**src/core/aphc_defs.svh**
```systemverilog
`ifndef APHC_DEFS_SVH
`define APHC_DEFS_SVH

// control byte field positions
`define APHC_PD_HI 7
`define APHC_PD_LO 6
`define APHC_ACQ_SEL 5
`define APHC_SGL_SEL 4
`define APHC_UNI_SEL 3
`define APHC_CH_HI 2
`define APHC_CH_LO 0

// reset values: external clock, everything else cleared
`define APHC_CTRL_RESET 8'hC0
`define APHC_CLK_EXT_RESET 1'b1

// timing
`define APHC_MCLK_NS 50
`define APHC_RESET_NS 10000
`define APHC_RESET_CYC ((`APHC_RESET_NS + `APHC_MCLK_NS - 1) / `APHC_MCLK_NS)
`define APHC_ACQ_TICKS 3
`define APHC_CONV_TICKS 13
`define APHC_INT_DIV 5

`define APHC_RES_W 12

`endif

```
**src/core/aphc_pkg.sv**
```systemverilog
package aphc_pkg;

    typedef enum logic [1:0] {
        ST_IDLE = 2'b00,
        ST_ACQ = 2'b01,
        ST_CONV = 2'b11
    } aphc_state_type;

    typedef enum logic [1:0] {
        PWR_ON = 2'b00,
        PWR_STANDBY = 2'b01,
        PWR_SHUTDOWN = 2'b11
    } aphc_power_type;

endpackage : aphc_pkg

```
**src/core/aphc_sar.sv**
```systemverilog
`timescale 1ns/1ps
`include "aphc_defs.svh"

module aphc_sar #(
    parameter int RES_W = `APHC_RES_W,
    parameter int CONV_TICKS = `APHC_CONV_TICKS
) (
    input wire logic mclk,
    input wire logic rst,
    input wire logic tick,
    input wire logic start,
    input wire logic abort,
    input wire logic comp_hi,
    output logic [RES_W-1:0] dac_code,
    output logic busy,
    output logic done,
    output logic [RES_W-1:0] result
);

    generate
        if (CONV_TICKS != RES_W + 1 || RES_W < 2 || RES_W > 15) begin : g_chk
            $error("aphc_sar: conversion must be one tick longer than the resolution");
        end
    endgenerate

    logic [3:0] step_q;
    logic busy_q;
    logic done_q;
    logic [RES_W-1:0] code_q;
    logic [RES_W-1:0] result_q;

    // one decision per tick, msb first; last tick only publishes
    always_ff @(posedge mclk or posedge rst) begin
        if (rst) begin
            step_q <= 4'h0;
            busy_q <= 1'b0;
            code_q <= {1'b1, {(RES_W-1){1'b0}}};
        end else if (start) begin
            step_q <= 4'h0;
            busy_q <= 1'b1;
            code_q <= {1'b1, {(RES_W-1){1'b0}}};
        end else if (abort) begin
            // idle at midscale: the synchronised comparator has settled before a start
            busy_q <= 1'b0;
            code_q <= {1'b1, {(RES_W-1){1'b0}}};
        end else if (busy_q && tick) begin
            step_q <= step_q + 4'h1;
            if (step_q == 4'(RES_W)) begin
                busy_q <= 1'b0;
                code_q <= {1'b1, {(RES_W-1){1'b0}}};
            end else begin
                // keep the trial bit only when the input is above the dac level
                code_q[RES_W-1-step_q] <= comp_hi;
                if (step_q < 4'(RES_W - 1)) begin
                    code_q[RES_W-2-step_q] <= 1'b1;
                end
            end
        end
    end

    always_ff @(posedge mclk or posedge rst) begin
        if (rst) begin
            done_q <= 1'b0;
            result_q <= '0;
        end else begin
            done_q <= busy_q && tick && !start && !abort && step_q == 4'(RES_W);
            if (busy_q && tick && step_q == 4'(RES_W)) begin
                result_q <= code_q;
            end
        end
    end

    assign dac_code = code_q;
    assign busy = busy_q;
    assign done = done_q;
    assign result = result_q;

endmodule : aphc_sar

```
**src/core/aphc_control.sv**
```systemverilog
`timescale 1ns/1ps
`include "aphc_defs.svh"

module aphc_control
    import aphc_pkg::*;
#(
    parameter int INT_DIV = `APHC_INT_DIV,
    parameter int ACQ_TICKS = `APHC_ACQ_TICKS
) (
    input wire logic mclk,
    input wire logic rst,
    input wire logic cs_n,
    input wire logic wr_n,
    input wire logic rd_n,
    input wire logic conv_clk_pin,
    input wire logic [7:0] data_pins_in,
    output logic [`APHC_RES_W-1:0] data_pins_out,
    output logic data_pins_oe,
    output logic conv_done_n,
    input wire logic comp_hi,
    output logic [`APHC_RES_W-1:0] dac_code,
    output logic track,
    output logic [2:0] channel_sel,
    output logic single_ended_select,
    output logic unipolar_select,
    output logic standby,
    output logic shutdown,
    output logic int_osc_en
);

    localparam int RESET_CYC = `APHC_RESET_CYC;

    generate
        if (INT_DIV < 4 || ACQ_TICKS < 1 || ACQ_TICKS > 15) begin : g_chk
            $error("aphc_control: divider must leave room for input synchronisers");
        end
    endgenerate

    // every pin passes two flops; data rides with the strobes so they stay aligned
    logic [12:0] pin_s1_q;
    logic [12:0] pin_s2_q;
    logic [2:0] edge_p_q;
    always_ff @(posedge mclk or posedge rst) begin
        if (rst) begin
            pin_s1_q <= 13'h0007;
            pin_s2_q <= 13'h0007;
            edge_p_q <= 3'h7;
        end else begin
            pin_s1_q <= {comp_hi, data_pins_in, conv_clk_pin, rd_n, wr_n, cs_n};
            pin_s2_q <= pin_s1_q;
            edge_p_q <= {pin_s2_q[3], pin_s2_q[2], pin_s2_q[1]};
        end
    end

    logic cs_low;
    logic wr_rise;
    logic rd_fall;
    logic ext_tick;
    logic [7:0] din;
    logic comp_s;
    assign cs_low = !pin_s2_q[0];
    assign wr_rise = cs_low && pin_s2_q[1] && !edge_p_q[0];
    assign rd_fall = cs_low && !pin_s2_q[2] && edge_p_q[1];
    assign ext_tick = cs_low && pin_s2_q[3] && !edge_p_q[2];
    assign din = pin_s2_q[11:4];
    assign comp_s = pin_s2_q[12];

    // reset phase: writes are refused until it has run out
    logic [7:0] rst_cnt_q;
    logic ready_q;
    always_ff @(posedge mclk or posedge rst) begin
        if (rst) begin
            rst_cnt_q <= 8'h00;
            ready_q <= 1'b0;
        end else if (!ready_q) begin
            rst_cnt_q <= rst_cnt_q + 8'h01;
            ready_q <= rst_cnt_q == 8'(RESET_CYC - 1);
        end
    end

    logic wr_take;
    assign wr_take = wr_rise && ready_q;

    logic [7:0] ctrl_q;
    logic clk_ext_q;
    always_ff @(posedge mclk or posedge rst) begin
        if (rst) begin
            ctrl_q <= `APHC_CTRL_RESET;
            clk_ext_q <= `APHC_CLK_EXT_RESET;
        end else if (wr_take) begin
            ctrl_q <= din;
            // clock source only follows the two running codes
            if (din[`APHC_PD_HI]) begin
                clk_ext_q <= din[`APHC_PD_LO];
            end
        end
    end

    aphc_power_type power_q;
    logic sar_done;
    logic sar_busy;
    always_ff @(posedge mclk or posedge rst) begin
        if (rst) begin
            power_q <= PWR_ON;
        end else if (wr_take) begin
            power_q <= PWR_ON;
        end else if (sar_done && !ctrl_q[`APHC_PD_HI]) begin
            // the requesting write's own conversion finishes first
            power_q <= ctrl_q[`APHC_PD_LO] ? PWR_STANDBY : PWR_SHUTDOWN;
        end
    end

    // internal oscillator stand-in: divided mclk, only while running
    logic [7:0] div_q;
    logic int_tick;
    assign int_osc_en = !clk_ext_q && power_q == PWR_ON;
    always_ff @(posedge mclk or posedge rst) begin
        if (rst) begin
            div_q <= 8'h00;
        end else if (!int_osc_en || div_q == 8'(INT_DIV - 1)) begin
            div_q <= 8'h00;
        end else begin
            div_q <= div_q + 8'h01;
        end
    end
    assign int_tick = int_osc_en && div_q == 8'(INT_DIV - 1);

    logic tick;
    assign tick = clk_ext_q ? ext_tick : int_tick;

    aphc_state_type state_q;
    logic acq_ext_q;
    logic [3:0] acq_cnt_q;
    logic ext_conv_go;
    logic int_conv_go;
    logic sar_start;
    logic sar_abort;
    assign ext_conv_go = wr_take && state_q == ST_ACQ && acq_ext_q && !din[`APHC_ACQ_SEL];
    assign int_conv_go = !wr_take && state_q == ST_ACQ && !acq_ext_q && tick
        && acq_cnt_q == 4'(ACQ_TICKS - 1);
    assign sar_start = ext_conv_go || int_conv_go;
    assign sar_abort = wr_take && !sar_start;

    always_ff @(posedge mclk or posedge rst) begin
        if (rst) begin
            state_q <= ST_IDLE;
            acq_ext_q <= 1'b0;
            acq_cnt_q <= 4'h0;
        end else if (sar_start) begin
            state_q <= ST_CONV;
        end else if (wr_take) begin
            state_q <= ST_ACQ;
            acq_ext_q <= din[`APHC_ACQ_SEL];
            acq_cnt_q <= 4'h0;
        end else if (state_q == ST_ACQ && tick) begin
            acq_cnt_q <= acq_cnt_q + 4'h1;
        end else if (state_q == ST_CONV && sar_done) begin
            state_q <= ST_IDLE;
        end
    end

    logic [`APHC_RES_W-1:0] sar_result;
    aphc_sar aphc_sar_inst (
        .mclk(mclk),
        .rst(rst),
        .tick(tick),
        .start(sar_start),
        .abort(sar_abort),
        .comp_hi(comp_s),
        .dac_code(dac_code),
        .busy(sar_busy),
        .done(sar_done),
        .result(sar_result)
    );

    // result only moves at the end of a conversion, so a late read still sees it
    logic [`APHC_RES_W-1:0] result_q;
    logic done_n_q;
    always_ff @(posedge mclk or posedge rst) begin
        if (rst) begin
            result_q <= '0;
        end else if (sar_done) begin
            if (ctrl_q[`APHC_UNI_SEL]) begin
                result_q <= sar_result;
            end else begin
                // offset binary to two's complement: flip the sign bit
                result_q <= {~sar_result[`APHC_RES_W-1], sar_result[`APHC_RES_W-2:0]};
            end
        end
    end

    always_ff @(posedge mclk or posedge rst) begin
        if (rst) begin
            done_n_q <= 1'b1;
        end else if (sar_done) begin
            done_n_q <= 1'b0;
        end else if (rd_fall || wr_take) begin
            done_n_q <= 1'b1;
        end
    end

    assign data_pins_out = result_q;
    assign data_pins_oe = cs_low && !pin_s2_q[2];
    assign conv_done_n = done_n_q;
    assign track = state_q == ST_ACQ;
    assign channel_sel = ctrl_q[`APHC_CH_HI:`APHC_CH_LO];
    assign single_ended_select = ctrl_q[`APHC_SGL_SEL];
    assign unipolar_select = ctrl_q[`APHC_UNI_SEL];
    assign standby = power_q == PWR_STANDBY;
    assign shutdown = power_q == PWR_SHUTDOWN;

    // checks
    a_bus_quiet_cs: assert property (@(posedge mclk) disable iff (rst)
        !cs_low |-> !data_pins_oe) else $error("bus driven with chip select high");
    a_bus_read_only: assert property (@(posedge mclk) disable iff (rst)
        data_pins_oe |-> !pin_s2_q[2] && $stable(result_q) || $past(sar_done))
        else $error("bus driven outside a read");
    a_ctrl_capture: assert property (@(posedge mclk) disable iff (rst)
        wr_take |=> ctrl_q == $past(din)) else $error("control byte not captured");
    a_ext_clk_sel: assert property (@(posedge mclk) disable iff (rst)
        wr_take && din[7:6] == 2'b11 |=> clk_ext_q) else $error("external clock not selected");
    a_int_clk_sel: assert property (@(posedge mclk) disable iff (rst)
        wr_take && din[7:6] == 2'b10 |=> !clk_ext_q && int_osc_en)
        else $error("internal clock not selected");
    a_clk_kept_down: assert property (@(posedge mclk) disable iff (rst)
        wr_take && !din[7] |=> $stable(clk_ext_q)) else $error("clock mode changed by power-down");
    a_done_clear_rd: assert property (@(posedge mclk) disable iff (rst)
        rd_fall && !sar_done |=> conv_done_n) else $error("done flag not cleared by read");
    a_done_on_result: assert property (@(posedge mclk) disable iff (rst)
        sar_done |=> !conv_done_n && result_q == ($past(ctrl_q[3]) ? $past(sar_result)
            : {~$past(sar_result[11]), $past(sar_result[10:0])}))
        else $error("result or done flag wrong after conversion");
    a_no_conv_down: assert property (@(posedge mclk) disable iff (rst)
        power_q != PWR_ON |-> !sar_busy && state_q == ST_IDLE)
        else $error("conversion while powered down");
    a_reset_phase: assert property (@(posedge mclk) disable iff (rst)
        !ready_q |-> state_q == ST_IDLE && ctrl_q == 8'hC0) else $error("activity in reset phase");
    a_wake_write: assert property (@(posedge mclk) disable iff (rst)
        wr_take && power_q != PWR_ON |=> power_q == PWR_ON ##0 state_q != ST_IDLE)
        else $error("write did not wake the converter");
    a_int_acq_len: assert property (@(posedge mclk) disable iff (rst)
        int_conv_go |-> acq_cnt_q == 4'd2 ##1 state_q == ST_CONV)
        else $error("internal acquisition length wrong");
    a_abort_write: assert property (@(posedge mclk) disable iff (rst)
        wr_take && state_q == ST_CONV |=> state_q != ST_CONV || $past(sar_start))
        else $error("conversion not aborted by write");

    c_read_result: cover property (@(posedge mclk) disable iff (rst)
        !conv_done_n ##[1:50] rd_fall);
    c_shutdown: cover property (@(posedge mclk) disable iff (rst) $rose(shutdown));
    c_standby_wake: cover property (@(posedge mclk) disable iff (rst)
        standby ##[1:200] power_q == PWR_ON);
    c_ext_acq_conv: cover property (@(posedge mclk) disable iff (rst) ext_conv_go);

endmodule : aphc_control

```
**config.mk**
```make
export PLATFORM = sky130hd
export DESIGN_NAME = aphc_control
export DESIGN_NICKNAME = d
export VERILOG_FILES = /design/src/core/aphc_pkg.sv /design/src/core/aphc_sar.sv /design/src/core/aphc_control.sv
export VERILOG_INCLUDE_DIRS = /design/src /design/src/core
export SDC_FILE = /design/constraint.sdc
export NUM_CORES = 1
export LEC_CHECK = 0
export ABC_AREA = 1
export BUFFER_PORTS_ARGS = -buffer_cell sky130_fd_sc_hd__buf_2
export CORE_MARGIN = 2
export CORE_UTILIZATION = 52
export DETAILED_ROUTE_END_ITERATION = 6
export PLACE_DENSITY = 0.79
export SYNTH_ARGS = -nofsm -noshare
export SYNTH_HDL_FRONTEND = slang
export SYNTH_HIERARCHICAL = 1
export SYNTH_SLANG_ARGS = --single-unit
export TNS_END_PERCENT = 5
```
**constraint.sdc**
```tcl
create_clock -name mclk -period 2.13 [get_ports mclk]
set_clock_uncertainty 0.05 [all_clocks]
set_input_delay 0.213 -clock mclk [delete_from_list [all_inputs] [get_ports mclk]]
set_output_delay 0.213 -clock mclk [all_outputs]
set_load 0.05 [all_outputs]
```
==> impl_metrics.yaml, run 1 <==
final_layout:
  fin_nets: 596
  instances_no_fill: 684
  postLayoutCoreUtil_pct: 62.7
  layout-drive-gt1-share_pct: 23.6
  antenna_cells: 0
  area_growth_syn_to_layout_pct: 17.8
sta:
  max_freq_ghz: 0.493
  worst_pin_slew_ns: 0.593
  relSlewSlack_pct: 60.2
  finalSetupViolCount: 0
  whs_ns: 0.307
  fin_crit_ns: 2.03
  final-max-slew-violation-count: 0
  hold_viol_final: 0
  setup_tns_ns: 0
  timing.final.crit_share_pct: 95.2
  finalWorstSetupSlack_ns: 0.102
worst_setup_path:
  start_kind: "flop"
  critical_path.cell_chain: "nand2_1 > nor3_4 > nand4_4 > nand2_2 > inv_2 > nor2_4 > nand2_4 > nor2_4 > buf_4 > nand2_1 > nand2_1"
  path_max_fanout: 5
  crit_slowest_cell: "dfstp_2"
  reg2reg_depth: 11
  required_ns: 2.37
  cp.arrival_ns: 2.27
  r2r-start: "pin_s2_q[1]"
  cp_common_cell: "nand2_1"
  path_class: "flop to flop"
  cp-startpoint: "pin_s2_q[1]"
  reg2reg_slack_ns: 0.10
  rr_endpoint: "aphc_sar_inst/dac_code[7]"
  crit_path_end_kind: "flop"
  max_stage_delay_ns: 0.54
run:
  cap_violations: 0
logic_synthesis:
  ys_ff_latch: 106
  syn_area_mm2: 0.00462
  yosysWarnings: 6
  synth.area.top_cells: "dfrtp_1 50%, nand2_1 13%, dfstp_2 8.0%"
  synth_common_cells: "160 x nand2_1, 92 x dfrtp_1, 44 x nor2_1"
  syn_nets: 519
  avgSynthCellArea_um2: 9.35
  ys_seq_area_share_pct: 57.8
  yosysMostFrequentCell: "nand2_1"
  synth_edf_count: 0
  syn_inst: 494
  async_flop_share_pct: 100
  ys_types: 37
  synthFlopType: "dfrtp_1"
  synth_top_area_cell: "dfrtp_1"
  synth_top_area_share_pct: 49.9
clock_network:
  clk_latency_ns: 0.36
  clk_pin_slew_worst_paths_ns: 0.10
  cts_root_buffer: "clkbuf_8"
  cts_buffers: 9
  cts_max_level: 3
  ctsLongestPathBuffers: 2
  tritoncts: "yes"
  numClockSinks: 106
placement:
  dpl_worst_slack_ns: 0.0648
  portBuffers: 49
  globalplace.congestion: 0.918
  hpwl_um: 6490
  dp.cells: 645
global_routing:
  antenna_found_initial: 0
  track_usage_pct: 20.8
  globalRoute.totalOverflow: 0
  grt_pass1_wl_um: 16400
  grt_start_max_net_pins: 59
  grt_pass1_vias: 3546
route:
  drtAntennaViolNets: 0
  wire_per_inst_um: 14.3
  finalWirelength_um: 9760
  drc_errors: 0
  via_per_inst: 5.21
  route.vias.total: 3563
  dr.first_iter.drc_count: 229
  drt_pass1_iterations: 5
floorplan:
  die_width_um: 98.2
  io_pins: 50
  die_area_mm2: 0.00965
  core-area_mm2: 0.00868
  die_h_um: 98.2
  num_rows: 34
  start_util_pct: 53.2
status:
  outcome: "completed"
min_path:
  min_from: "pin_s1_q[8]"
  whs_path_depth: 0
  hold_path_end: "pin_s2_q[8]"
  hp-class: "flop to flop"
power:
  ir_drop_v: 0.000355
  p_leak_nw: 2.86
  powerDensity_mw_per_mm2: 625
-- sequential cells by signal, summed over array words and instances, names as in the netlist, 7 cells and up --
signal	count
data_pins_out	12
ctrl_q	7
aphc_sar_inst/dac_code	12
pin_s1_q	13
div_q	8
pin_s2_q	13
rst_cnt_q	8
aphc_sar_inst/result	12
-- where the power goes --
group / internal (W) / leakage (nW) / switching (W) / total [W]
sequential: 0.00205 / 1.37 / 0.0000133 / 0.00206
clock: 0.000584 / 0.100 / 0.000672 / 0.00126
combinational: 0.0000334 / 1.39 / 0.0000531 / 0.0000864
-- area by class of cell --
type                    count  area [um2]
flip-flops and latches    106        2670
well taps                 108         135
fillers                   707        3240
multi-input cells         329        1740
clock inverters             5        60.1
repair inverters            1        7.51
clock buffers              11         141
inverters                  46         176
repair buffers             78         514
-- per-stage QoR --
step           instance area [um2]  power, W
2_1_floorplan                 4630   0.00213
3_3_place_gp                  4980   0.00216
3_5_place_dp                  4980   0.00217
4_1_cts                       5330   0.00342
5_1_grt                       5440   0.00351
6_report                      5440   0.00340
-- how the worst max path moves through the flow --
stage,end,slack (ns)
CTS,aphc_sar_inst/dac_code[9],0.03
global placement,aphc_sar_inst/dac_code[9],0.15
global route,aphc_sar_inst/dac_code[4],-0.02
floorplan,acq_cnt_q[0],-0.05
finish,aphc_sar_inst/dac_code[7],0.10
detailed placement,aphc_sar_inst/dac_code[4],0.06
-- worst max-delay path, delay by kind of cell, from the launching register on --
family                 cells  cell delay [ns]
AND/OR/NAND/NOR            9             1.14
buffers and inverters      2             0.23
flip-flops                 1             0.54
-- cells by family after synthesis --
| logic type | count (synthesis) | synth area share, % |
|---|---|---|
| AND/OR/NAND/NOR | 259 | 25.6 |
| flip-flops | 106 | 57.8 |
| buffers and inverters | 59 | 5.63 |
| AO/OA/AOI/OAI | 46 | 5.39 |
| multiplexers | 4 | 0.975 |
| adder cells (fa/ha/maj) | 10 | 2.71 |
| XOR/XNOR | 10 | 1.90 |
-- repair_timing --
item,in CTS,in global routing
hold endpoints to repair,56,0
buffers inserted,0,7
endpoints found under the setup margin,0,22
resized for setup,0,15
hold buffers,14,0
-- metal layers --
layer / routed length, um / track usage (%)
met1: 4240 / 28.1
met2: 4810 / 33.9
met3: 538 / 4.51
met4: 166 / 6.95
met5: 0 / 0
-- cell usage in the layout, fill, tap and decap left out, drive strengths merged, types with 2 or more instances in the layout --
master	n
buf	64
nand2	167
mux2	4
dfstp	14
xnor2	5
xor2	5
clkbuf	11
clkinvlp	3
inv	47
o31ai	3
a21oi	12
nand3	22
nand4	8
o21ai	28
nor2	52
nor3	4
nor3b	3
dfrtp	92
ha	10
o211ai	2
dlygate4sd3	14
nor4	2
Power figures use the tool's default switching activity.
==> run 2: changes to the inputs <==
--- a/config.mk
+++ b/config.mk
@@ -8,10 +8,11 @@
 export LEC_CHECK = 0
 export ABC_AREA = 1
 export BUFFER_PORTS_ARGS = -buffer_cell sky130_fd_sc_hd__buf_2
+export CAP_MARGIN = 5
 export CORE_MARGIN = 2
-export CORE_UTILIZATION = 52
+export CORE_UTILIZATION = 58
 export DETAILED_ROUTE_END_ITERATION = 6
-export PLACE_DENSITY = 0.79
+export PLACE_DENSITY = 0.83
 export SYNTH_ARGS = -nofsm -noshare
 export SYNTH_HDL_FRONTEND = slang
 export SYNTH_HIERARCHICAL = 1
==> constraint.sdc (replaced) <==
create_clock -name mclk -period 1.9 [get_ports mclk]
set_clock_uncertainty 0.05 [all_clocks]
set_input_delay 0.19 -clock mclk [delete_from_list [all_inputs] [get_ports mclk]]
set_output_delay 0.19 -clock mclk [all_outputs]
set_load 0.05 [all_outputs]
==> run 2 against run 1 <==
- the flow now finishes with violations (negative setup slack)
- die area down 9.9%
- clock power increased by 4%
- hold slack lost 0.0014 ns
- global-route usage grew 3.9 points
- worst setup slack worse by 0.19 ns
- critical path depth grew 1
- combinational power grew 20%
- register-to-register slack got worse by 0.19 ns
- highest routed layer unchanged
==> impl_metrics.yaml, run 2 (same netlist as run 1, synthesis figures left out) <==
global_routing:
  track_usage_pct: 24.7
  grt_start_max_net_pins: 31
  grt_pass1_vias: 3511
  globalRoute.totalOverflow: 0
  antenna_found_initial: 0
  grt_pass1_wl_um: 16700
sta:
  timing.final.crit_share_pct: 105
  hold_viol_final: 0
  max_freq_ghz: 0.503
  setup_tns_ns: -0.723
  worst_pin_slew_ns: 0.549
  finalSetupViolCount: 13
  rsz0062_at_grt: "true"
  final-max-slew-violation-count: 0
  fin_crit_ns: 1.99
  relSlewSlack_pct: 63.1
  finalWorstSetupSlack_ns: -0.0864
floorplan:
  start_util_pct: 59.8
  die_h_um: 93.2
  core-area_mm2: 0.00773
  die_area_mm2: 0.00869
  num_rows: 32
  io_pins: 50
  die_width_um: 93.2
route:
  via_per_inst: 5.28
  drt_pass1_iterations: 5
  wire_per_inst_um: 14.6
  finalWirelength_um: 9950
  route.vias.total: 3607
  drtAntennaViolNets: 0
  drc_errors: 0
  dr.first_iter.drc_count: 283
worst_setup_path:
  max_stage_delay_ns: 0.55
  start_kind: "flop"
  crit_path_end_kind: "flop"
  required_ns: 2.10
  path_buf_inv: 4
  critPathTopFamily: "simple AND/OR/NAND/NOR gates"
  crit_slowest_cell: "dfstp_2"
  path_class: "flop to flop"
  cp.arrival_ns: 2.19
  critical_path.cell_chain: "nand2_2 > nor3_4 > buf_6 > buf_8 > nand2_2 > inv_2 > nor2_4 > nand2_4 > nor2_4 > buf_12 > nand2_1 > nand2_1"
  path_max_fanout: 12
min_path:
  hp-class: "flop to flop"
final_layout:
  area_growth_syn_to_layout_pct: 19.3
  fin_nets: 601
  final_cell_mix: "156 x nand2_1, 91 x dfrtp_1, 49 x buf_2"
  final_common_cell: "nand2_1"
  nFillCells: 554
  reg_top3: "pin_s1_q x13, pin_s2_q x13"
  instances_no_fill: 683
  post-route-cell-area_mm2: 0.00551
  layout-drive-gt1-share_pct: 25.1
  antenna_cells: 0
  postLayoutCoreUtil_pct: 71.3
placement:
  hpwl_um: 6620
  globalplace.congestion: 0.913
  dpl-instance-area_mm2: 0.00509
  portBuffers: 49
  dp.cells: 647
power:
  p_total_w: 0.00373
  p_leak_nw: 2.90
  ir_drop_v: 0.000581
  powerDensity_mw_per_mm2: 677
clock_network:
  tritoncts: "yes"
  numClockSinks: 106
  cts_max_level: 3
  cts_buffers: 9
  clk_pin_slew_worst_paths_ns: 0.11
  ctsLongestPathBuffers: 2
  clk_latency_ns: 0.37
  cts_root_buffer: "clkbuf_8"
status:
  outcome: "finished, violations left"
  violations: "negative setup slack"
run:
  cap_violations: 0
-- run 2: cell count changes in the layout (fill, tap and decap cells not counted), sizes merged --
cell	change
clkinv	+1
clkinvlp	-2
bufinv	-1
inv	+1
buf	+6
-- run 2: layout make-up --
cell class / instances / area, um2 / share of cell area [%]
Clock buffer: 11 / 141 / 2.57
Clock inverter: 5 / 42.5 / 0.772
Inverter: 46 / 179 / 3.25
Multi-Input combinational cell: 329 / 1760 / 31.9
Sequential cell: 106 / 2670 / 48.5
Tap cell: 102 / 128 / 2.32
Timing Repair Buffer: 84 / 591 / 10.7
-- run 2: through the flow --
step / hold slack, ns / setup WS [ns]
3_3_place_gp: 0.202 / 0.0211
6_report: 0.306 / -0.0864
5_1_grt: 0.315 / -0.181
2_1_floorplan: 0.144 / -0.116
3_5_place_dp: 0.204 / -0.0642
4_1_cts: 0.309 / 0.00572
-- run 2: worst paths after layout --
check                             from                   endpoint  slack, ns  cells past startpoint
hold / removal             pin_s1_q[2]                pin_s2_q[2]       0.31                      0
setup / recovery           pin_s2_q[1]  aphc_sar_inst/dac_code[9]      -0.09                     12
min in group asynchronous          rst               acq_cnt_q[2]       0.35                      3
max in group asynchronous          rst                pin_s1_q[2]       0.90                      4
setup reg to reg           pin_s2_q[1]  aphc_sar_inst/dac_code[9]      -0.09                     12
hold reg to reg            pin_s1_q[2]                pin_s2_q[2]       0.31                      0
-- run 2: report_power, final --
group	switching, W	internal (W)
logic	0.0000616	0.0000427
clock network	0.000781	0.000533
registers	0.0000166	0.00229
total	0.000860	0.00287
-- run 2: repair_timing --
item                                   in CTS  in global routing
cloned                                      0                  0
setup buffers                               3                  3
hold buffers                               14                  0
gates resized for setup                     7                  9
endpoints found under the hold margin      56                  0
setup endpoints to repair                  12                 28
pin swaps                                   4                  7
-- run 2: metal layers --
layer  vias up  part of all wire (%)  track usage (%)
met4         0                   1.5             7.84
li1       1726                     -                -
met2       110                    50             40.6
met5         -                     0                0
met3        14                   4.5             4.59
met1      1757                    44             33.7
==> run 3: changes to the inputs <==
--- a/config.mk
+++ b/config.mk
@@ -10,11 +10,10 @@
 export BUFFER_PORTS_ARGS = -buffer_cell sky130_fd_sc_hd__buf_2
 export CAP_MARGIN = 5
 export CORE_MARGIN = 2
-export CORE_UTILIZATION = 58
+export CORE_UTILIZATION = 60
 export DETAILED_ROUTE_END_ITERATION = 6
-export PLACE_DENSITY = 0.83
+export PLACE_DENSITY = 0.85
 export SYNTH_ARGS = -nofsm -noshare
 export SYNTH_HDL_FRONTEND = slang
-export SYNTH_HIERARCHICAL = 1
 export SYNTH_SLANG_ARGS = --single-unit
 export TNS_END_PERCENT = 5
==> constraint.sdc (replaced) <==
create_clock -name mclk -period 2.42 [get_ports mclk]
set_clock_uncertainty 0.05 [all_clocks]
set_input_delay 0.242 -clock mclk [delete_from_list [all_inputs] [get_ports mclk]]
set_output_delay 0.242 -clock mclk [all_outputs]
set_load 0.05 [all_outputs]
==> run 3 against run 2 <==
- the flow now finishes without violations
- total power fell by 22%
- worst setup slack improved by 0.61 ns
- clock-buffer cell count fell by 1
- sequential share of layout area rose by 2.5 points
- synthesized area fell by 0.46%
- synthesized cell count rose by 3.6%
==> impl_metrics.yaml, run 3 <==
status:
  outcome: "completed"
floorplan:
  die_h_um: 91.5
  die_width_um: 91.5
  num_rows: 31
  die_area_mm2: 0.00838
  core-area_mm2: 0.00733
  io_pins: 50
  start_util_pct: 62.7
sta:
  final-max-slew-violation-count: 0
  finalSetupViolCount: 0
  hold_viol_final: 0
  rsz0062_at_grt: "false"
  worst_pin_slew_ns: 0.565
  relSlewSlack_pct: 62.2
  max_freq_ghz: 0.528
  timing.final.crit_share_pct: 78.3
  fin_crit_ns: 1.89
  setup_tns_ns: 0
min_path:
  hold_path_end: "pin_s2_q[7]"
  hp-class: "flop to flop"
  whs_path_depth: 0
  min_from: "pin_s1_q[7]"
clock_network:
  cts_setup_buffers: 0
  numClockSinks: 106
  cts_root_buffer: "clkbuf_8"
  clk_latency_ns: 0.37
  tritoncts: "yes"
  cts_max_level: 3
  cts_buffers: 9
  ctsLongestPathBuffers: 2
  clk_pin_slew_worst_paths_ns: 0.10
logic_synthesis:
  synth_compound_area_share_pct: 4.74
  syn_area_mm2: 0.00460
  synth_common_cells: "185 x nand2_1, 92 x dfrtp_1, 49 x nor2_1"
  syn_inst: 512
  async_flop_share_pct: 100
  synth_top_area_cell: "dfrtp_1"
  ys_ff_latch: 106
  ys_types: 34
  synth-xor-area-share_pct: 1.91
  synth.area.top_cells: "dfrtp_1 50%, nand2_1 15%, dfstp_2 8.0%"
  yosys-mux-area-fraction_pct: 0
  synthFlopType: "dfrtp_1"
  synth_top_area_share_pct: 50.1
  synth_edf_count: 0
  syn_nets: 537
  ys_seq_area_share_pct: 58.1
  yosysMostFrequentCell: "nand2_1"
  synthAdderAreaFrac_pct: 2.72
  avgSynthCellArea_um2: 8.98
  synthSimpleGateAreaFrac_pct: 27.1
  synth_top_family_by_area: "simple AND/OR/NAND/NOR gates"
  yosysWarnings: 0
worst_setup_path:
  path_class: "flop to flop"
  rr_endpoint: "acq_cnt_q[3]"
  start_kind: "flop"
  reg2reg_depth: 12
  required_ns: 2.68
  reg2reg_slack_ns: 0.53
  r2r-start: "div_q[0]"
  cp-startpoint: "div_q[0]"
  crit_path_end_kind: "flop"
  path_max_fanout: 19
  cp.arrival_ns: 2.16
final_layout:
  antenna_cells: 0
  postLayoutCoreUtil_pct: 71.5
  area_growth_syn_to_layout_pct: 14.0
  reg_top3: "pin_s1_q x13, pin_s2_q x13"
  final_cell_mix: "185 x nand2_1, 92 x dfrtp_1, 49 x nor2_1, 49 x buf_2, 39 x inv_1"
  final_common_cell: "nand2_1"
  nFillCells: 527
  layout-drive-gt1-share_pct: 16.2
  fin_nets: 600
  multiInputGateArea_mm2: 0.00168
  seq_area_mm2: 0.00267
placement:
  portBuffers: 49
  hpwl_um: 6480
  globalplace.congestion: 0.932
global_routing:
  antenna_found_initial: 0
  grt_start_max_net_pins: 56
  track_usage_pct: 24.3
  globalRoute.totalOverflow: 0
  grt_pass1_vias: 3575
  grt_pass1_wl_um: 16200
route:
  drtAntennaViolNets: 0
  dr.first_iter.drc_count: 253
  route.vias.total: 3530
  drc_errors: 0
  finalWirelength_um: 9180
  via_per_inst: 5.20
  wire_per_inst_um: 13.5
  drt_pass1_iterations: 5
run:
  cap_violations: 0
power:
  p_leak_nw: 2.82
  powerDensity_mw_per_mm2: 557
  ir_drop_v: 0.000371
## run 3: final cells by class
cell class | count | share of cell area [%]
clock buffers | 10 | 2.63
clock inverters | 6 | 0.907
inverters | 43 | 3.20
multi-input cells | 349 | 32.0
flip-flops and latches | 106 | 50.9
well taps | 99 | 2.36
repair buffers | 66 | 8.02
## run 3: per-stage QoR
step                      instances  hold WS (ns)  instance area, um2  setup WS [ns]  power, W
after floorplan                 512         0.196                4600          0.385   0.00188
after global placement          649         0.271                4920          0.633   0.00190
after detailed placement        649         0.282                4920          0.571   0.00191
after CTS                       679         0.309                5240          0.551   0.00294
after global routing            679         0.313                5240          0.266   0.00302
final                           679         0.307                5240          0.526   0.00292
## run 3: worst max-delay path: stages (launching register included)
cell	delay [ns]
dfrtp_1	0.41
inv_1	0.09
ha_1	0.15
nand3_1	0.10
nor2_1	0.16
nand2_1	0.10
nand2_2	0.11
nand3_2	0.10
nand2_1	0.13
inv_2	0.15
nand2_1	0.16
nand2_1	0.07
nand2_1	0.07
## run 3: cell families (layout without fill, tap and decap cells)
group / Yosys count / count (layout)
XOR/XNOR: 10 / 10
adder cells (fa/ha/maj): 10 / 10
buffers and inverters: 57 / 125
AND/OR/NAND/NOR: 289 / 289
AO/OA/AOI/OAI: 40 / 40
flip-flops: 106 / 106
## run 3: how the worst max path moves through the flow
stage / end / slack [ns] / cells past startpoint
floorplan: aphc_sar_inst.dac_code[4] / 0.38 / 7
CTS: aphc_sar_inst.dac_code[11] / 0.55 / 8
global route: aphc_sar_inst.step_q[2] / 0.27 / 11
global placement: acq_cnt_q[0] / 0.63 / 9
finish: acq_cnt_q[3] / 0.53 / 12
detailed placement: aphc_sar_inst.dac_code[11] / 0.57 / 8
## run 3: what timing repair did
item | in CTS | in global routing
gates resized for setup | 0 | 0
hold buffers | 14 | 0
hold endpoints to repair | 37 | 0
## run 3: report_power, final
part           total [W]  switching [W]  internal (W)  leakage (nW)
logic          0.0000769      0.0000470     0.0000299          1.36
registers        0.00181      0.0000100       0.00180          1.37
clock network    0.00103       0.000617      0.000416        0.0989
## run 3: routing by layer
metal / track usage, % / vias up / wire (um) / share of wire (%)
li1: - / 1744 / - / -
met1: 32.7 / 1664 / 4100 / 45
met2: 39.8 / 108 / 4440 / 48
met3: 4.81 / 14 / 489 / 5.3
met4: 7.95 / 0 / 148 / 1.6
met5: 0 / - / 0 / 0
